**src/core/icapt_pkg.sv**
```systemverilog
/*
  Shared constants for the input capture channel: register indices, field
  positions, reset values and mode encodings.
  Assumes a 16-bit register port addressed by word index.
*/
package icapt_pkg;

  // ----------------------------------------------------------------------
  // Register indices
  // ----------------------------------------------------------------------
  localparam logic [2:0] ADDR_CTRL_ONE = 3'h0;
  localparam logic [2:0] ADDR_CTRL_TWO = 3'h1;
  localparam logic [2:0] ADDR_FIFO     = 3'h2;
  localparam logic [2:0] ADDR_STATUS   = 3'h3;
  localparam logic [2:0] ADDR_MASK     = 3'h4;

  // ----------------------------------------------------------------------
  // Field positions
  // ----------------------------------------------------------------------
  localparam int C1_STOP_IDLE = 13;
  localparam int C1_TSEL_LO   = 10;
  localparam int C1_RATE_LO   = 5;
  localparam int C1_OVF       = 4;
  localparam int C1_BNE       = 3;
  localparam int C1_MODE_LO   = 0;
  localparam int C2_CASCADE   = 8;
  localparam int C2_TRIG_SEL  = 7;
  localparam int C2_TRIG_RUN  = 6;
  localparam int C2_SRC_LO    = 0;
  localparam int ST_CAPTURE   = 0;
  localparam int ST_OVERFLOW  = 1;

  // ----------------------------------------------------------------------
  // Reset values and counter limit
  // ----------------------------------------------------------------------
  localparam logic [4:0]  SRC_RESET   = 5'h0d;
  localparam logic [15:0] COUNT_MAX   = 16'hffff;

  // ----------------------------------------------------------------------
  // Encodings
  // ----------------------------------------------------------------------
  localparam logic [2:0] MODE_OFF     = 3'h0;
  localparam logic [2:0] MODE_BOTH    = 3'h1;
  localparam logic [2:0] MODE_FALL    = 3'h2;
  localparam logic [2:0] MODE_RISE    = 3'h3;
  localparam logic [2:0] MODE_RISE4   = 3'h4;
  localparam logic [2:0] MODE_RISE16  = 3'h5;
  localparam logic [2:0] MODE_UNUSED  = 3'h6;
  localparam logic [2:0] MODE_IRQONLY = 3'h7;
  localparam logic [2:0] TB_TIMER3    = 3'h0;
  localparam logic [2:0] TB_TIMER2    = 3'h1;
  localparam logic [2:0] TB_TIMER4    = 3'h2;
  localparam logic [2:0] TB_TIMER5    = 3'h3;
  localparam logic [2:0] TB_TIMER1    = 3'h4;
  localparam logic [2:0] TB_SYSCLK    = 3'h7;
  localparam logic [4:0] SRC_NONE     = 5'h00;
  localparam logic [3:0] PRESCALE4    = 4'h3;
  localparam logic [3:0] PRESCALE16   = 4'hf;

endpackage

```
**src/core/icapt_edge.sv**
```systemverilog
/*
  Capture pin synchroniser and edge qualifier with rising-edge prescaler.
  Assumes the pin is asynchronous to ref_clk.
*/
`timescale 1ns/1ps
module icapt_edge (
  input  wire logic       ref_clk,
  input  wire logic       rstn,
  input  wire logic       pin_async,
  input  wire logic [2:0] mode,
  input  wire logic       run,
  output logic            capture
);

  typedef struct packed {
    logic       s1;
    logic       s2;
    logic       prev;
    logic [3:0] pre;
  } icapt_edge_t;

  icapt_edge_t q;
  icapt_edge_t next_q;
  logic        rise;
  logic        fall;

  // Pin passes two flops; only s2 and prev feed the edge logic.
  always_comb begin
    next_q      = q;
    next_q.s1   = pin_async;
    next_q.s2   = q.s1;
    next_q.prev = q.s2;
    rise        = q.s2 & ~q.prev;
    fall        = ~q.s2 & q.prev;
    capture     = 1'b0;
    case (mode)
      icapt_pkg::MODE_BOTH:    capture = run & (rise | fall);
      icapt_pkg::MODE_FALL:    capture = run & fall;
      icapt_pkg::MODE_RISE,
      icapt_pkg::MODE_IRQONLY: capture = run & rise;
      icapt_pkg::MODE_RISE4: begin
        capture = run & rise & (q.pre[1:0] == icapt_pkg::PRESCALE4[1:0]);
      end
      icapt_pkg::MODE_RISE16: begin
        capture = run & rise & (q.pre == icapt_pkg::PRESCALE16);
      end
      default: capture = 1'b0;
    endcase
    // Prescaler restarts whenever a prescaled mode is not selected.
    if (mode != icapt_pkg::MODE_RISE4 && mode != icapt_pkg::MODE_RISE16) begin
      next_q.pre = 4'h0;
    end else if (run && rise) begin
      next_q.pre = q.pre + 4'h1;
    end
  end

  always_ff @(posedge ref_clk or negedge rstn) begin
    if (!rstn) begin
      q <= '0;
    end else begin
      q <= next_q;
    end
  end

endmodule

```
**src/core/icapt_fifo.sv**
```systemverilog
/*
  Four-entry capture FIFO for 16-bit timestamps.
  Drops a push when full itself; the caller's logic does not gate push.
*/
`timescale 1ns/1ps
module icapt_fifo (
  input  wire logic        ref_clk,
  input  wire logic        rstn,
  input  wire logic        push,
  input  wire logic [15:0] push_data,
  input  wire logic        pop,
  output logic [15:0]      head,
  output logic             full,
  output logic             empty
);

  typedef struct packed {
    logic [3:0][15:0] mem;
    logic [1:0]       wp;
    logic [1:0]       rp;
    logic [2:0]       cnt;
  } icapt_fifo_t;

  icapt_fifo_t q;
  icapt_fifo_t next_q;
  logic        do_push;
  logic        do_pop;

  // A push into a full FIFO is discarded, keeping the oldest samples.
  always_comb begin
    next_q  = q;
    full    = (q.cnt == 3'h4);
    empty   = (q.cnt == 3'h0);
    head    = q.mem[q.rp];
    do_push = push & ~full;
    do_pop  = pop & ~empty;
    if (do_push) begin
      next_q.mem[q.wp] = push_data;
      next_q.wp        = q.wp + 2'h1;
    end
    if (do_pop) begin
      next_q.rp = q.rp + 2'h1;
    end
    next_q.cnt = q.cnt + {2'h0, do_push} - {2'h0, do_pop};
  end

  always_ff @(posedge ref_clk or negedge rstn) begin
    if (!rstn) begin
      q <= '0;
    end else begin
      q <= next_q;
    end
  end

endmodule

```
**src/core/icapt_top.sv**
```systemverilog
/*
  Input capture channel with dedicated 16-bit counter, capture FIFO,
  interrupt rate divider, sync/trigger source handling and cascading.
  Assumes time base ticks, source events and partner signals come from
  logic on ref_clk; only the capture pin is asynchronous.

// Summary of operation
// - Idle-stop bit halts channel during idle.
// - Time-base field selects counter clock source.
// - Buffer-not-empty bit mirrors FIFO occupancy.
// - Cascade in both channels forms 32-bit unit.
// - Trigger select: trigger versus synchronise.
// - Trigger status set by hardware or software.
// - Source zero means free-running counter.
// - Source codes for compare channels, timers.
// - Source codes for other capture channels.
// - Source codes for comparators, converter, charge unit.
// - Counter wraps; captures push count into FIFO.
// - Sync resets counter; trigger waits for event.
// - Odd channel low half; wrap increments even.
// - Captures on rising, all, 4th, 16th edges.
*/
// The implementer's own choices: the register offsets and the strobed register port.
`timescale 1ns/1ps
module icapt_top (
  input  wire logic        ref_clk,
  input  wire logic        rstn,
  input  wire logic [2:0]  reg_addr,
  input  wire logic [15:0] reg_wdata,
  input  wire logic        reg_wr,
  input  wire logic        reg_rd,
  output logic [15:0]      reg_rdata,
  input  wire logic        capture_input_pin,
  input  wire logic        cpu_idle,
  input  wire logic [4:0]  timer_ticks,
  input  wire logic [31:0] source_events,
  input  wire logic        channel_is_even,
  input  wire logic        partner_cascade_enable,
  input  wire logic        partner_wrap,
  input  wire logic        partner_capture,
  output logic             wrap_pulse,
  output logic             capture_pulse,
  output logic             capture_cascade_enable,
  output logic             irq
);

  typedef struct packed {
    logic        stop_idle;
    logic [2:0]  tsel;
    logic [1:0]  rate;
    logic [2:0]  mode;
    logic        cascade;
    logic        trig_sel;
    logic        trig_run;
    logic [4:0]  src;
    logic [15:0] count;
    logic [1:0]  nth;
    logic        ovf;
    logic [1:0]  status;
    logic [1:0]  mask;
    logic [15:0] rdata;
    logic        irq;
    logic        wrap;
    logic        cap_out;
  } icapt_state_t;

  icapt_state_t q;
  icapt_state_t next_q;

  // ----------------------------------------------------------------------
  // Decoding helpers
  // ----------------------------------------------------------------------

  // Time base tick for the selected clock; reserved codes never tick.
  function automatic logic tb_tick(input logic [2:0] sel, input logic [4:0] t);
    case (sel)
      icapt_pkg::TB_SYSCLK: tb_tick = 1'b1;
      icapt_pkg::TB_TIMER1: tb_tick = t[0];
      icapt_pkg::TB_TIMER2: tb_tick = t[1];
      icapt_pkg::TB_TIMER3: tb_tick = t[2];
      icapt_pkg::TB_TIMER4: tb_tick = t[3];
      icapt_pkg::TB_TIMER5: tb_tick = t[4];
      default:              tb_tick = 1'b0;
    endcase
  endfunction

  // Reserved source codes (1000x, 11111) and code zero never fire.
  function automatic logic src_hit(input logic [4:0] s, input logic [31:0] ev);
    if (s == icapt_pkg::SRC_NONE || s[4:1] == 4'h8 || s == 5'h1f) begin
      src_hit = 1'b0;
    end else begin
      src_hit = ev[s];
    end
  endfunction

  // ----------------------------------------------------------------------
  // Submodules
  // ----------------------------------------------------------------------
  logic        halted;
  logic        own_capture;
  logic        fifo_push;
  logic        fifo_pop;
  logic [15:0] fifo_head;
  logic        fifo_full;
  logic        fifo_empty;

  icapt_edge u_edge (
    .ref_clk   (ref_clk),
    .rstn      (rstn),
    .pin_async (capture_input_pin),
    .mode      (q.mode),
    .run       (~halted),
    .capture   (own_capture)
  );

  icapt_fifo u_fifo (
    .ref_clk   (ref_clk),
    .rstn      (rstn),
    .push      (fifo_push),
    .push_data (q.count),
    .pop       (fifo_pop),
    .head      (fifo_head),
    .full      (fifo_full),
    .empty     (fifo_empty)
  );

  // ----------------------------------------------------------------------
  // Channel datapath and register file
  // ----------------------------------------------------------------------
  logic        cascaded;
  logic        as_even;
  logic        hit;
  logic        tick;
  logic        sync_clear;
  logic        count_en;
  logic        cap_ev;
  logic        irq_ev;
  logic        ovf_ev;
  logic [1:0]  set_bits;
  logic [15:0] ctrl_one;
  logic [15:0] ctrl_two;

  always_comb begin
    next_q   = q;
    halted   = q.stop_idle & cpu_idle;
    cascaded = q.cascade & partner_cascade_enable;
    as_even  = cascaded & channel_is_even;
    hit      = src_hit(q.src, source_events);
    // Even half counts on the odd half's wraps instead of its time base.
    tick     = as_even ? partner_wrap : tb_tick(q.tsel, timer_ticks);
    // The even half always follows its partner in synchronous fashion.
    sync_clear = (~q.trig_sel | as_even) & (q.src != icapt_pkg::SRC_NONE) & hit;
    count_en = ~halted & tick & (~q.trig_sel | as_even | q.trig_run);
    // Even half captures when its odd partner does, so both halves match.
    cap_ev   = as_even ? partner_capture : own_capture;
    fifo_push = cap_ev & (q.mode != icapt_pkg::MODE_IRQONLY);
    ovf_ev   = fifo_push & fifo_full;
    fifo_pop = reg_rd & (reg_addr == icapt_pkg::ADDR_FIFO);
    irq_ev   = 1'b0;
    set_bits = 2'h0;

    // Counter: sync reset wins, else free-running wrap.
    if (sync_clear && !halted) begin
      next_q.count = 16'h0000;
    end else if (count_en) begin
      next_q.count = q.count + 16'h0001;
    end
    next_q.wrap = count_en & ~sync_clear & (q.count == icapt_pkg::COUNT_MAX);

    // Trigger status: a source event sets it and holds the counter running.
    if (q.trig_sel && hit) begin
      next_q.trig_run = 1'b1;
    end

    // Every Nth capture raises the capture interrupt.
    if (cap_ev) begin
      if (q.nth >= q.rate) begin
        next_q.nth = 2'h0;
        irq_ev     = 1'b1;
      end else begin
        next_q.nth = q.nth + 2'h1;
      end
    end
    if (q.mode == icapt_pkg::MODE_OFF || q.mode == icapt_pkg::MODE_UNUSED) begin
      next_q.nth = 2'h0;
    end

    // Overflow is sticky until the FIFO has been read empty.
    if (ovf_ev) begin
      next_q.ovf = 1'b1;
    end else if (fifo_empty) begin
      next_q.ovf = 1'b0;
    end

    set_bits[icapt_pkg::ST_CAPTURE]  = irq_ev;
    set_bits[icapt_pkg::ST_OVERFLOW] = ovf_ev;

    ctrl_one = 16'h0000;
    ctrl_one[icapt_pkg::C1_STOP_IDLE] = q.stop_idle;
    ctrl_one[icapt_pkg::C1_TSEL_LO +: 3] = q.tsel;
    ctrl_one[icapt_pkg::C1_RATE_LO +: 2] = q.rate;
    ctrl_one[icapt_pkg::C1_OVF] = q.ovf;
    ctrl_one[icapt_pkg::C1_BNE] = ~fifo_empty;
    ctrl_one[icapt_pkg::C1_MODE_LO +: 3] = q.mode;
    ctrl_two = 16'h0000;
    ctrl_two[icapt_pkg::C2_CASCADE] = q.cascade;
    ctrl_two[icapt_pkg::C2_TRIG_SEL] = q.trig_sel;
    ctrl_two[icapt_pkg::C2_TRIG_RUN] = q.trig_run;
    ctrl_two[icapt_pkg::C2_SRC_LO +: 5] = q.src;

    // Register writes; hardware sets take priority over software clears.
    next_q.status = q.status | set_bits;
    if (reg_wr) begin
      case (reg_addr)
        icapt_pkg::ADDR_CTRL_ONE: begin
          next_q.stop_idle = reg_wdata[icapt_pkg::C1_STOP_IDLE];
          next_q.tsel = reg_wdata[icapt_pkg::C1_TSEL_LO +: 3];
          next_q.rate = reg_wdata[icapt_pkg::C1_RATE_LO +: 2];
          next_q.mode = reg_wdata[icapt_pkg::C1_MODE_LO +: 3];
        end
        icapt_pkg::ADDR_CTRL_TWO: begin
          next_q.cascade  = reg_wdata[icapt_pkg::C2_CASCADE];
          next_q.trig_sel = reg_wdata[icapt_pkg::C2_TRIG_SEL];
          // Software may write it, but a same-cycle trigger keeps it set.
          next_q.trig_run = reg_wdata[icapt_pkg::C2_TRIG_RUN] | (q.trig_sel & hit);
          next_q.src = reg_wdata[icapt_pkg::C2_SRC_LO +: 5];
        end
        icapt_pkg::ADDR_STATUS: begin
          next_q.status = (q.status & ~reg_wdata[1:0]) | set_bits;
        end
        icapt_pkg::ADDR_MASK: begin
          next_q.mask = reg_wdata[1:0];
        end
        default: begin
          next_q.mask = q.mask;
        end
      endcase
    end

    // Read data stands for exactly one cycle after the strobe.
    next_q.rdata = 16'h0000;
    if (reg_rd) begin
      case (reg_addr)
        icapt_pkg::ADDR_CTRL_ONE: next_q.rdata = ctrl_one;
        icapt_pkg::ADDR_CTRL_TWO: next_q.rdata = ctrl_two;
        icapt_pkg::ADDR_FIFO:     next_q.rdata = fifo_empty ? 16'h0000 : fifo_head;
        icapt_pkg::ADDR_STATUS:   next_q.rdata = {14'h0000, q.status};
        icapt_pkg::ADDR_MASK:     next_q.rdata = {14'h0000, q.mask};
        default:                  next_q.rdata = 16'h0000;
      endcase
    end

    next_q.irq     = |(next_q.status & next_q.mask);
    next_q.cap_out = cap_ev;
  end

  always_ff @(posedge ref_clk or negedge rstn) begin
    if (!rstn) begin
      q     <= '0;
      q.src <= icapt_pkg::SRC_RESET;
    end else begin
      q <= next_q;
    end
  end

  assign reg_rdata              = q.rdata;
  assign wrap_pulse             = q.wrap;
  assign capture_pulse          = q.cap_out;
  assign capture_cascade_enable = q.cascade;
  assign irq                    = q.irq;

  // ----------------------------------------------------------------------
  // Assertions
  // ----------------------------------------------------------------------
  property p_bne;
    @(posedge ref_clk) disable iff (!rstn)
      reg_rd && reg_addr == icapt_pkg::ADDR_CTRL_ONE |=> reg_rdata[3] == !$past(fifo_empty);
  endproperty
  a_bne: assert property (p_bne)
    else $error("not-empty bit disagrees with fifo");

  property p_wrap;
    @(posedge ref_clk) disable iff (!rstn)
      count_en && !sync_clear && q.count == 16'hffff |=> q.count == 16'h0000 && wrap_pulse;
  endproperty
  a_wrap: assert property (p_wrap)
    else $error("counter did not wrap to zero");

  property p_ovf;
    @(posedge ref_clk) disable iff (!rstn)
      fifo_push && fifo_full |=> q.ovf && q.status[1];
  endproperty
  a_ovf: assert property (p_ovf)
    else $error("overflow not flagged");

  property p_trig;
    @(posedge ref_clk) disable iff (!rstn)
      q.trig_sel && hit |=> q.trig_run;
  endproperty
  a_trig: assert property (p_trig)
    else $error("trigger status not set");

  property p_sync;
    @(posedge ref_clk) disable iff (!rstn)
      !q.trig_sel && !halted && q.src != 5'h00 && hit |=> q.count == 16'h0000;
  endproperty
  a_sync: assert property (p_sync)
    else $error("sync event did not clear counter");

  property p_idle;
    @(posedge ref_clk) disable iff (!rstn)
      q.stop_idle && cpu_idle |=> $stable(q.count);
  endproperty
  a_idle: assert property (p_idle)
    else $error("counter moved while stopped in idle");

  property p_rate;
    @(posedge ref_clk) disable iff (!rstn)
      cap_ev && q.rate == 2'h0 && q.mode != 3'h0 && q.mode != 3'h6 |=> q.status[0];
  endproperty
  a_rate: assert property (p_rate)
    else $error("capture interrupt missing at rate one");

  property p_hold;
    @(posedge ref_clk) disable iff (!rstn)
      q.trig_sel && !q.trig_run && !as_even ##1 q.trig_sel && !q.trig_run
        |-> $stable(q.count) || $past(sync_clear);
  endproperty
  a_hold: assert property (p_hold)
    else $error("counter ran before trigger");

  property p_irq;
    @(posedge ref_clk) disable iff (!rstn)
      irq == |(q.status & q.mask);
  endproperty
  a_irq: assert property (p_irq)
    else $error("interrupt output disagrees with status");

endmodule

```
**config.mk**
```make
export PLATFORM = sky130hd
export DESIGN_NAME = icapt_top
export DESIGN_NICKNAME = d
export VERILOG_FILES = /design/src/core/icapt_pkg.sv /design/src/core/icapt_edge.sv /design/src/core/icapt_fifo.sv /design/src/core/icapt_top.sv
export SDC_FILE = /design/constraint.sdc
export NUM_CORES = 1
export LEC_CHECK = 0
export BUFFER_PORTS_ARGS = -buffer_cell sky130_fd_sc_hd__clkbuf_2
export CAP_MARGIN = 20
export CORE_MARGIN = 2
export CORE_UTILIZATION = 30
export CTS_BUF_LIST = sky130_fd_sc_hd__clkbuf_8 sky130_fd_sc_hd__clkbuf_16
export DETAILED_ROUTE_END_ITERATION = 16
export GPL_ROUTABILITY_DRIVEN = 0
export GPL_TIMING_DRIVEN = 0
export PLACE_DENSITY_LB_ADDON = 0.15
export SLEW_MARGIN = 5
export SYNTH_ARGS = -nofsm -noshare
export SYNTH_HDL_FRONTEND = slang
export SYNTH_SLANG_ARGS = --single-unit
```
**constraint.sdc**
```tcl
create_clock -name ref_clk -period 2.85 [get_ports ref_clk]
set_input_delay 0.57 -clock ref_clk [delete_from_list [all_inputs] [get_ports ref_clk]]
set_output_delay 0.57 -clock ref_clk [all_outputs]
set_load 0.01 [all_outputs]
```
Word level (Yosys, flattened, before mapping)
Index checks and enable logic that the tools add are counted.
W data, S select, Z words.

word-level totals
  output and inout bits = 20
  flip-flop bits (word level) = 137
  word-level logic and storage cells = 158
  input port bits = 66

operators by class
  reductions and logical operators = 23
  equal/unequal tests = 25
  $add $sub $neg = 7
  bitwise logic cells = 38
  muxes and demuxes = 32
  order comparisons = 5

operator list
  operator                 count
  $mux W16                 6
  $pmux W16 S5             1
  $bwmux W64               1
  $bmux W16 S2             1
  $demux W16 S2            1
  $eq A3 B3 Y1 const B     8
  $and A1 B1 Y1            22
  $eq A3 B2 Y1 const B     6
  $add A16 B1 Y16 const B  1
  $eq A16 B16 Y1 const B   1
  $logic_not A3 Y1         4
  $mux W4                  3
  $mux W6                  2
  $mux W2                  5
  $eq A3 B1 Y1 const B     3
  $mux W1                  9
  $ne A3 B3 Y1 const B     3
  $eq A4 B4 Y1 const B     2
  $reduce_bool A2 Y1       4
  $not A1 Y1               7
  $add A2 B1 Y2 const B    3
  $lt A2 B3 Y1 const B     2
  $lt A5 B6 Y1 const B     1
  $pmux W1 S6              1
  other kinds (20)         33

Logic depth before layout (Yosys ltp)
  depth after elaboration = 13
  gate-level depth with buffers = 13
  depth with buffers taken out = 12

Hierarchy
Synthesis repeated with hierarchy kept, for this count alone.

second synthesis, totals
  cell total of the unflattened synthesis = 540
  area total of the unflattened synthesis = 6,970.4 sq um

modules (own cells, without submodules)
  module      sequential area each (sq um)  area each (sq um)  instances  cells each
  icapt_fifo  1,776.7                       3,382.0            1          191
  icapt_top   1,480.2                       3,234.4            1          315
  icapt_edge  175.2                         354.1              1          34

Worst setup path after synthesis
Ideal clock, no wire load.

  path type = input port to flip-flop
  start point = in reg_addr[1]
  end point = reg u_fifo.q[2] (netlist name)
  data required time = 2,725 ps
  arrival = 2,827 ps
  path buffers = 1
  library setup time = 125 ps
  slack = -102 ps
  cell stages on the path = 11
  cell sequence = clkbuf_1 -> inv_1 -> nor4_1 -> and2_1 -> ha_1 -> inv_1 -> ha_1 -> inv_1 -> fa_1 -> xnor2_1 -> xnor2_1

RTL lines
  what                  RTL line          text
  from (decl)           icapt_top.sv:28   input wire logic [2:0] reg_addr,
  to (signal assigned)  icapt_fifo.sv:51  q <= next_q;
  to (decl)             icapt_fifo.sv:24  icapt_fifo_t q;

Worst setup path after layout
  start point = reg u_edge.q, in the netlist u_edge.next_q[4]
  end point = reg u_fifo.q[29] (netlist name)

between the ends
  longest elaborated chain between the ends = 8

ends and longest elaborated chain
  what                    RTL line          text
  from (decl)             icapt_edge.sv:22  icapt_edge_t q;
  from (signal assigned)  icapt_edge.sv:61  q <= next_q;
  $not A1 Y1              icapt_edge.sv:34  fall = ~q.s2 & q.prev;
  $and A1 B1 Y1           icapt_edge.sv:34
  $or A1 B1 Y1            icapt_edge.sv:37  icapt_pkg::MODE_BOTH: capture = run & (rise | fall);
  $and A1 B1 Y1           icapt_edge.sv:37
  $pmux W1 S5 *           icapt_edge.sv:36  case (mode)
  $mux W1 *               icapt_top.sv:155  cap_ev = as_even ? partner_capture : own_capture;
  $and A1 B1 Y1 *         icapt_top.sv:156  fifo_push = cap_ev & (q.mode != icapt_pkg::MODE_IRQONLY);
  $and A1 B1 Y1 *         icapt_fifo.sv:35  do_push = push & ~full;

Every way passes the cells marked *; elsewhere a longest branch is shown, timed or not.
A chain may end at the register's enable or synchronous reset.

==> summary.txt <==
=================================================================================================
Status                                                                               finished, final reports clean
Initial core utilization                                                                    0.304
Remaining max-slew budget at the tightest pin                                               0.316
Standard-cell row count                                                                        55
Number of enable flip-flop cells after synthesis                                                0
Detailed placement HPWL                                                                  12400 µm
Power per unit of standard cell area                                                   755 mW/mm²
Synthesized Nets                                                                              634
Worst-case register-to-register setup slack                                                130 ps
Final Setup Violations                                                                          0
Mean instance size in the synthesized netlist                                            12.3 µm²
Most frequently used flop master after synthesis                                     sky130_fd_sc_hd__dfrtp_1
Final Hold Vio Count                                                                            0
Num Clock Sinks                                                                               137
Total negative setup slack                                                                   0 ps
TritonCTS clock tree                                                                         done
IO Port Bufs                                                                                   76
Count of unresolved DRC violations after routing                                                0
Reg2Reg Depth                                                                                  11
Number of distinct library cell variants in the gate-level netlist after synthesis             58
Vias per cell                                                                                4.94
Share of flip-flops with an asynchronous set or reset after synthesis                        1.00
Part of the Yosys area used for sequential elements                                         0.504
Final Worst Setup Slack                                                                    127 ps
Unrepaired setup endpoints after global routing                                                no
CP Launch Point                                                                      u_edge.next_q[4]
Maximum fanout count along the critical path                                                   10
Remaining Overflow, GRT                                                                         0
Min Tclk post-route                                                                       2720 ps
Min Hold Slack                                                                             189 ps
WP data arrival                                                                           3020 ps
Post-DRT Antenna Nets                                                                           0
Area share of the leading cell type in the synthesized netlist                              0.492
Final core utilization                                                                      0.366
Final count of pins violating max slew                                                          0
Routed wire per std cell                                                                  18.2 µm
Post-synthesis cell area                                                              0.00681 mm²
Maximum number of pins on one net before global-route repair                                   81
Critical path startpoint category                                                       flip-flop
Die outline width                                                                          155 µm
Launching point of the worst reg2reg path                                            u_edge.next_q[4]
Max VDD drop                                                                             0.445 mV
DRT Pass-1 Iters                                                                                4
Gr usage total                                                                              0.151
Number of H-tree branching levels                                                               4
Layout-stage area growth over the synthesis result                                          20.6%
Total via count after detailed routing                                                       4706
TritonCTS Buffers                                                                              17
Vertical extent of the die                                                                 155 µm
Final critical-path share of the clock period                                               0.956
Detailed-route wire length                                                               17400 µm
Total core area                                                                        0.0224 mm²
CP Class                                                                                  reg2reg
First-pass GRT wire length                                                               27400 µm
Layout net count                                                                              734
Most area-consuming cells after synthesis                                            sky130_fd_sc_hd__dfrtp_1 49%, sky130_fd_sc_hd__mux2_2 12%, sky130_fd_sc_hd__mux4_2 5.6%
Instance count of the mapped netlist                                                          555
Met3 track utilization from global routing                                                 0.0336
End of the worst register-to-register path                                           u_fifo.q[29]
Area leader, netlist                                                                 sky130_fd_sc_hd__dfrtp_1
Class of the tightest hold or removal check                                              in2async
End point of the critical path                                                       u_fifo.q[29]
Warnings, synthesis                                                                             0
Fraction of final layout cells sized beyond drive strength 1                                0.393
Leak pwr                                                                                  3.85 nW
CTS Root Cell                                                                        sky130_fd_sc_hd__clkbuf_16
Upper clock frequency limit                                                             0.367 GHz
Total chip power                                                                        0.00621 W
MaxCap Viol Count                                                                               0
Worst-path clk slew                                                                         60 ps
Ranking of synthesized cells by instance count                                       134 x sky130_fd_sc_hd__dfrtp_1, 72 x sky130_fd_sc_hd__mux2_2, 31 x sky130_fd_sc_hd__nor2_1
Met1 routing resource usage after global routing                                            0.198
Antenna diode instance count                                                                    0
Top-count cell post-synth                                                            sky130_fd_sc_hd__dfrtp_1
Clock latency reported for the late side of the worst-skew pair                            420 ps
Flops & latches, synth                                                                        137
Clock skew after layout                                                                   8.42 ps
Violation count after the first detailed-routing iteration                                    340
Setup crit end kind                                                                     flip-flop
Global-route met2 utilization                                                               0.247
Number of antenna violations at the first check in global routing                               0
DIE AREA                                                                               0.0239 mm²
Required arrival time at the worst endpoint                                               3150 ps
Global route hottest layer                                                                   met2
Maximum clock path buffer count                                                                 2
Total I/O pin count                                                                            86
Transition at the pin with the smallest max-transition slack                              1020 ps
Vias in the first global route                                                               4893
Worst slack, placed                                                                       -432 ps
=================================================================================================
## cell type report
type,instances,area (µm²)
plain buffers,51,344
flip-flops and latches,137,3430
well taps,285,357
repair buffers,81,444
inverters,16,60.1
multi-input cells,351,3010
clock inverters,13,129
fillers,2196,14200
clock buffers,18,439
## how the worst min path moves through the flow
| stage | start | endpoint | depth (start not counted) |
|---|---|---|---|
| floorplan | rstn | capture_cascade_enable | 0 |
| global placement | u_edge.next_q[5] | u_edge.next_q[4] | 0 |
| detailed placement | u_edge.next_q[5] | u_edge.next_q[4] | 0 |
| CTS | rstn | u_fifo.q[67] | 1 |
| global route | rstn | u_fifo.q[37] | 1 |
| finish | rstn | u_fifo.q[67] | 1 |
## registers in the layout, summed over array words and instances, names as in the netlist
| signal | cells |
|---|---|
| u_edge.next_q | 2 |
| ctrl_two | 7 |
| reg_rdata | 16 |
| u_edge.q | 5 |
| wrap_pulse | 1 |
| u_fifo.q | 71 |
| irq | 1 |
| ctrl_one | 10 |
| capture_pulse | 1 |
| q | 22 |
| capture_cascade_enable | 1 |
## cell families (layout without fill, tap and decap cells)
logic type      count (synthesis)  after routing  synth area share
mux                           109            109             0.212
compound gates                 82             82            0.0824
buf+inv                        67            179            0.0593
flops                         137            137             0.504
xor+xnor                       10             10            0.0129
simple gates                  137            137             0.105
fa+ha+maj                      13             13            0.0250
## power by group
part	internal, W	leakage (nW)	total [W]	switching [W]
clock	0.00130	0.285	0.00215	0.000846
combinational	0.000733	1.74	0.00166	0.000922
sequential	0.00221	1.82	0.00240	0.000193
## timing repair
item,4_1_cts,5_1_grt
buffers inserted,3,0
pin swaps,1,4
hold buffers,0,0
endpoints found under the setup margin,2,4
gates cloned,0,0
resized for setup,3,4
## routing by layer
layer  vias up  wire length (µm)
met4         0               215
met5         -                 0
met2       118              8410
met1      2357              8100
met3        20               640
li1       2211                 -
## metrics by stage
stage	instances	cell area, µm²
6_report	952	8220
5_1_grt	952	8220
4_1_cts	952	8200
3_5_place_dp	918	7600
3_3_place_gp	916	7560
2_1_floorplan	555	6820
## critical path, cell delays in order (launching register included)
cell and delay (ps):
sky130_fd_sc_hd__dfrtp_1 370, sky130_fd_sc_hd__inv_1 50, sky130_fd_sc_hd__ha_1 270, sky130_fd_sc_hd__or3b_1 360, sky130_fd_sc_hd__a21oi_2 150, sky130_fd_sc_hd__nor2_2 60, sky130_fd_sc_hd__a21oi_4 230, sky130_fd_sc_hd__buf_4 160
sky130_fd_sc_hd__and3_2 160, sky130_fd_sc_hd__buf_4 170, sky130_fd_sc_hd__buf_4 240, sky130_fd_sc_hd__mux2_2 360
## cells in the final DEF, fill, tap and decap left out, types with 6 or more instances in the layout
cell type / n
sky130_fd_sc_hd__dfrtp_1: 134
sky130_fd_sc_hd__mux2_2: 72
sky130_fd_sc_hd__a21oi_1: 18
sky130_fd_sc_hd__or3_1: 10
sky130_fd_sc_hd__and3_1: 12
sky130_fd_sc_hd__buf_4: 28
sky130_fd_sc_hd__a22oi_1: 10
sky130_fd_sc_hd__nand2_1: 27
sky130_fd_sc_hd__mux2i_1: 10
sky130_fd_sc_hd__o21ai_0: 19
sky130_fd_sc_hd__mux4_2: 17
sky130_fd_sc_hd__nor2_1: 30
sky130_fd_sc_hd__clkbuf_16: 17
sky130_fd_sc_hd__clkbuf_2: 75
sky130_fd_sc_hd__mux2_4: 10
sky130_fd_sc_hd__nor2b_1: 6
sky130_fd_sc_hd__inv_1: 18
sky130_fd_sc_hd__nand3_1: 16
sky130_fd_sc_hd__buf_2: 8
sky130_fd_sc_hd__clkbuf_1: 11
sky130_fd_sc_hd__ha_1: 12
Power figures use the tool's default switching activity.
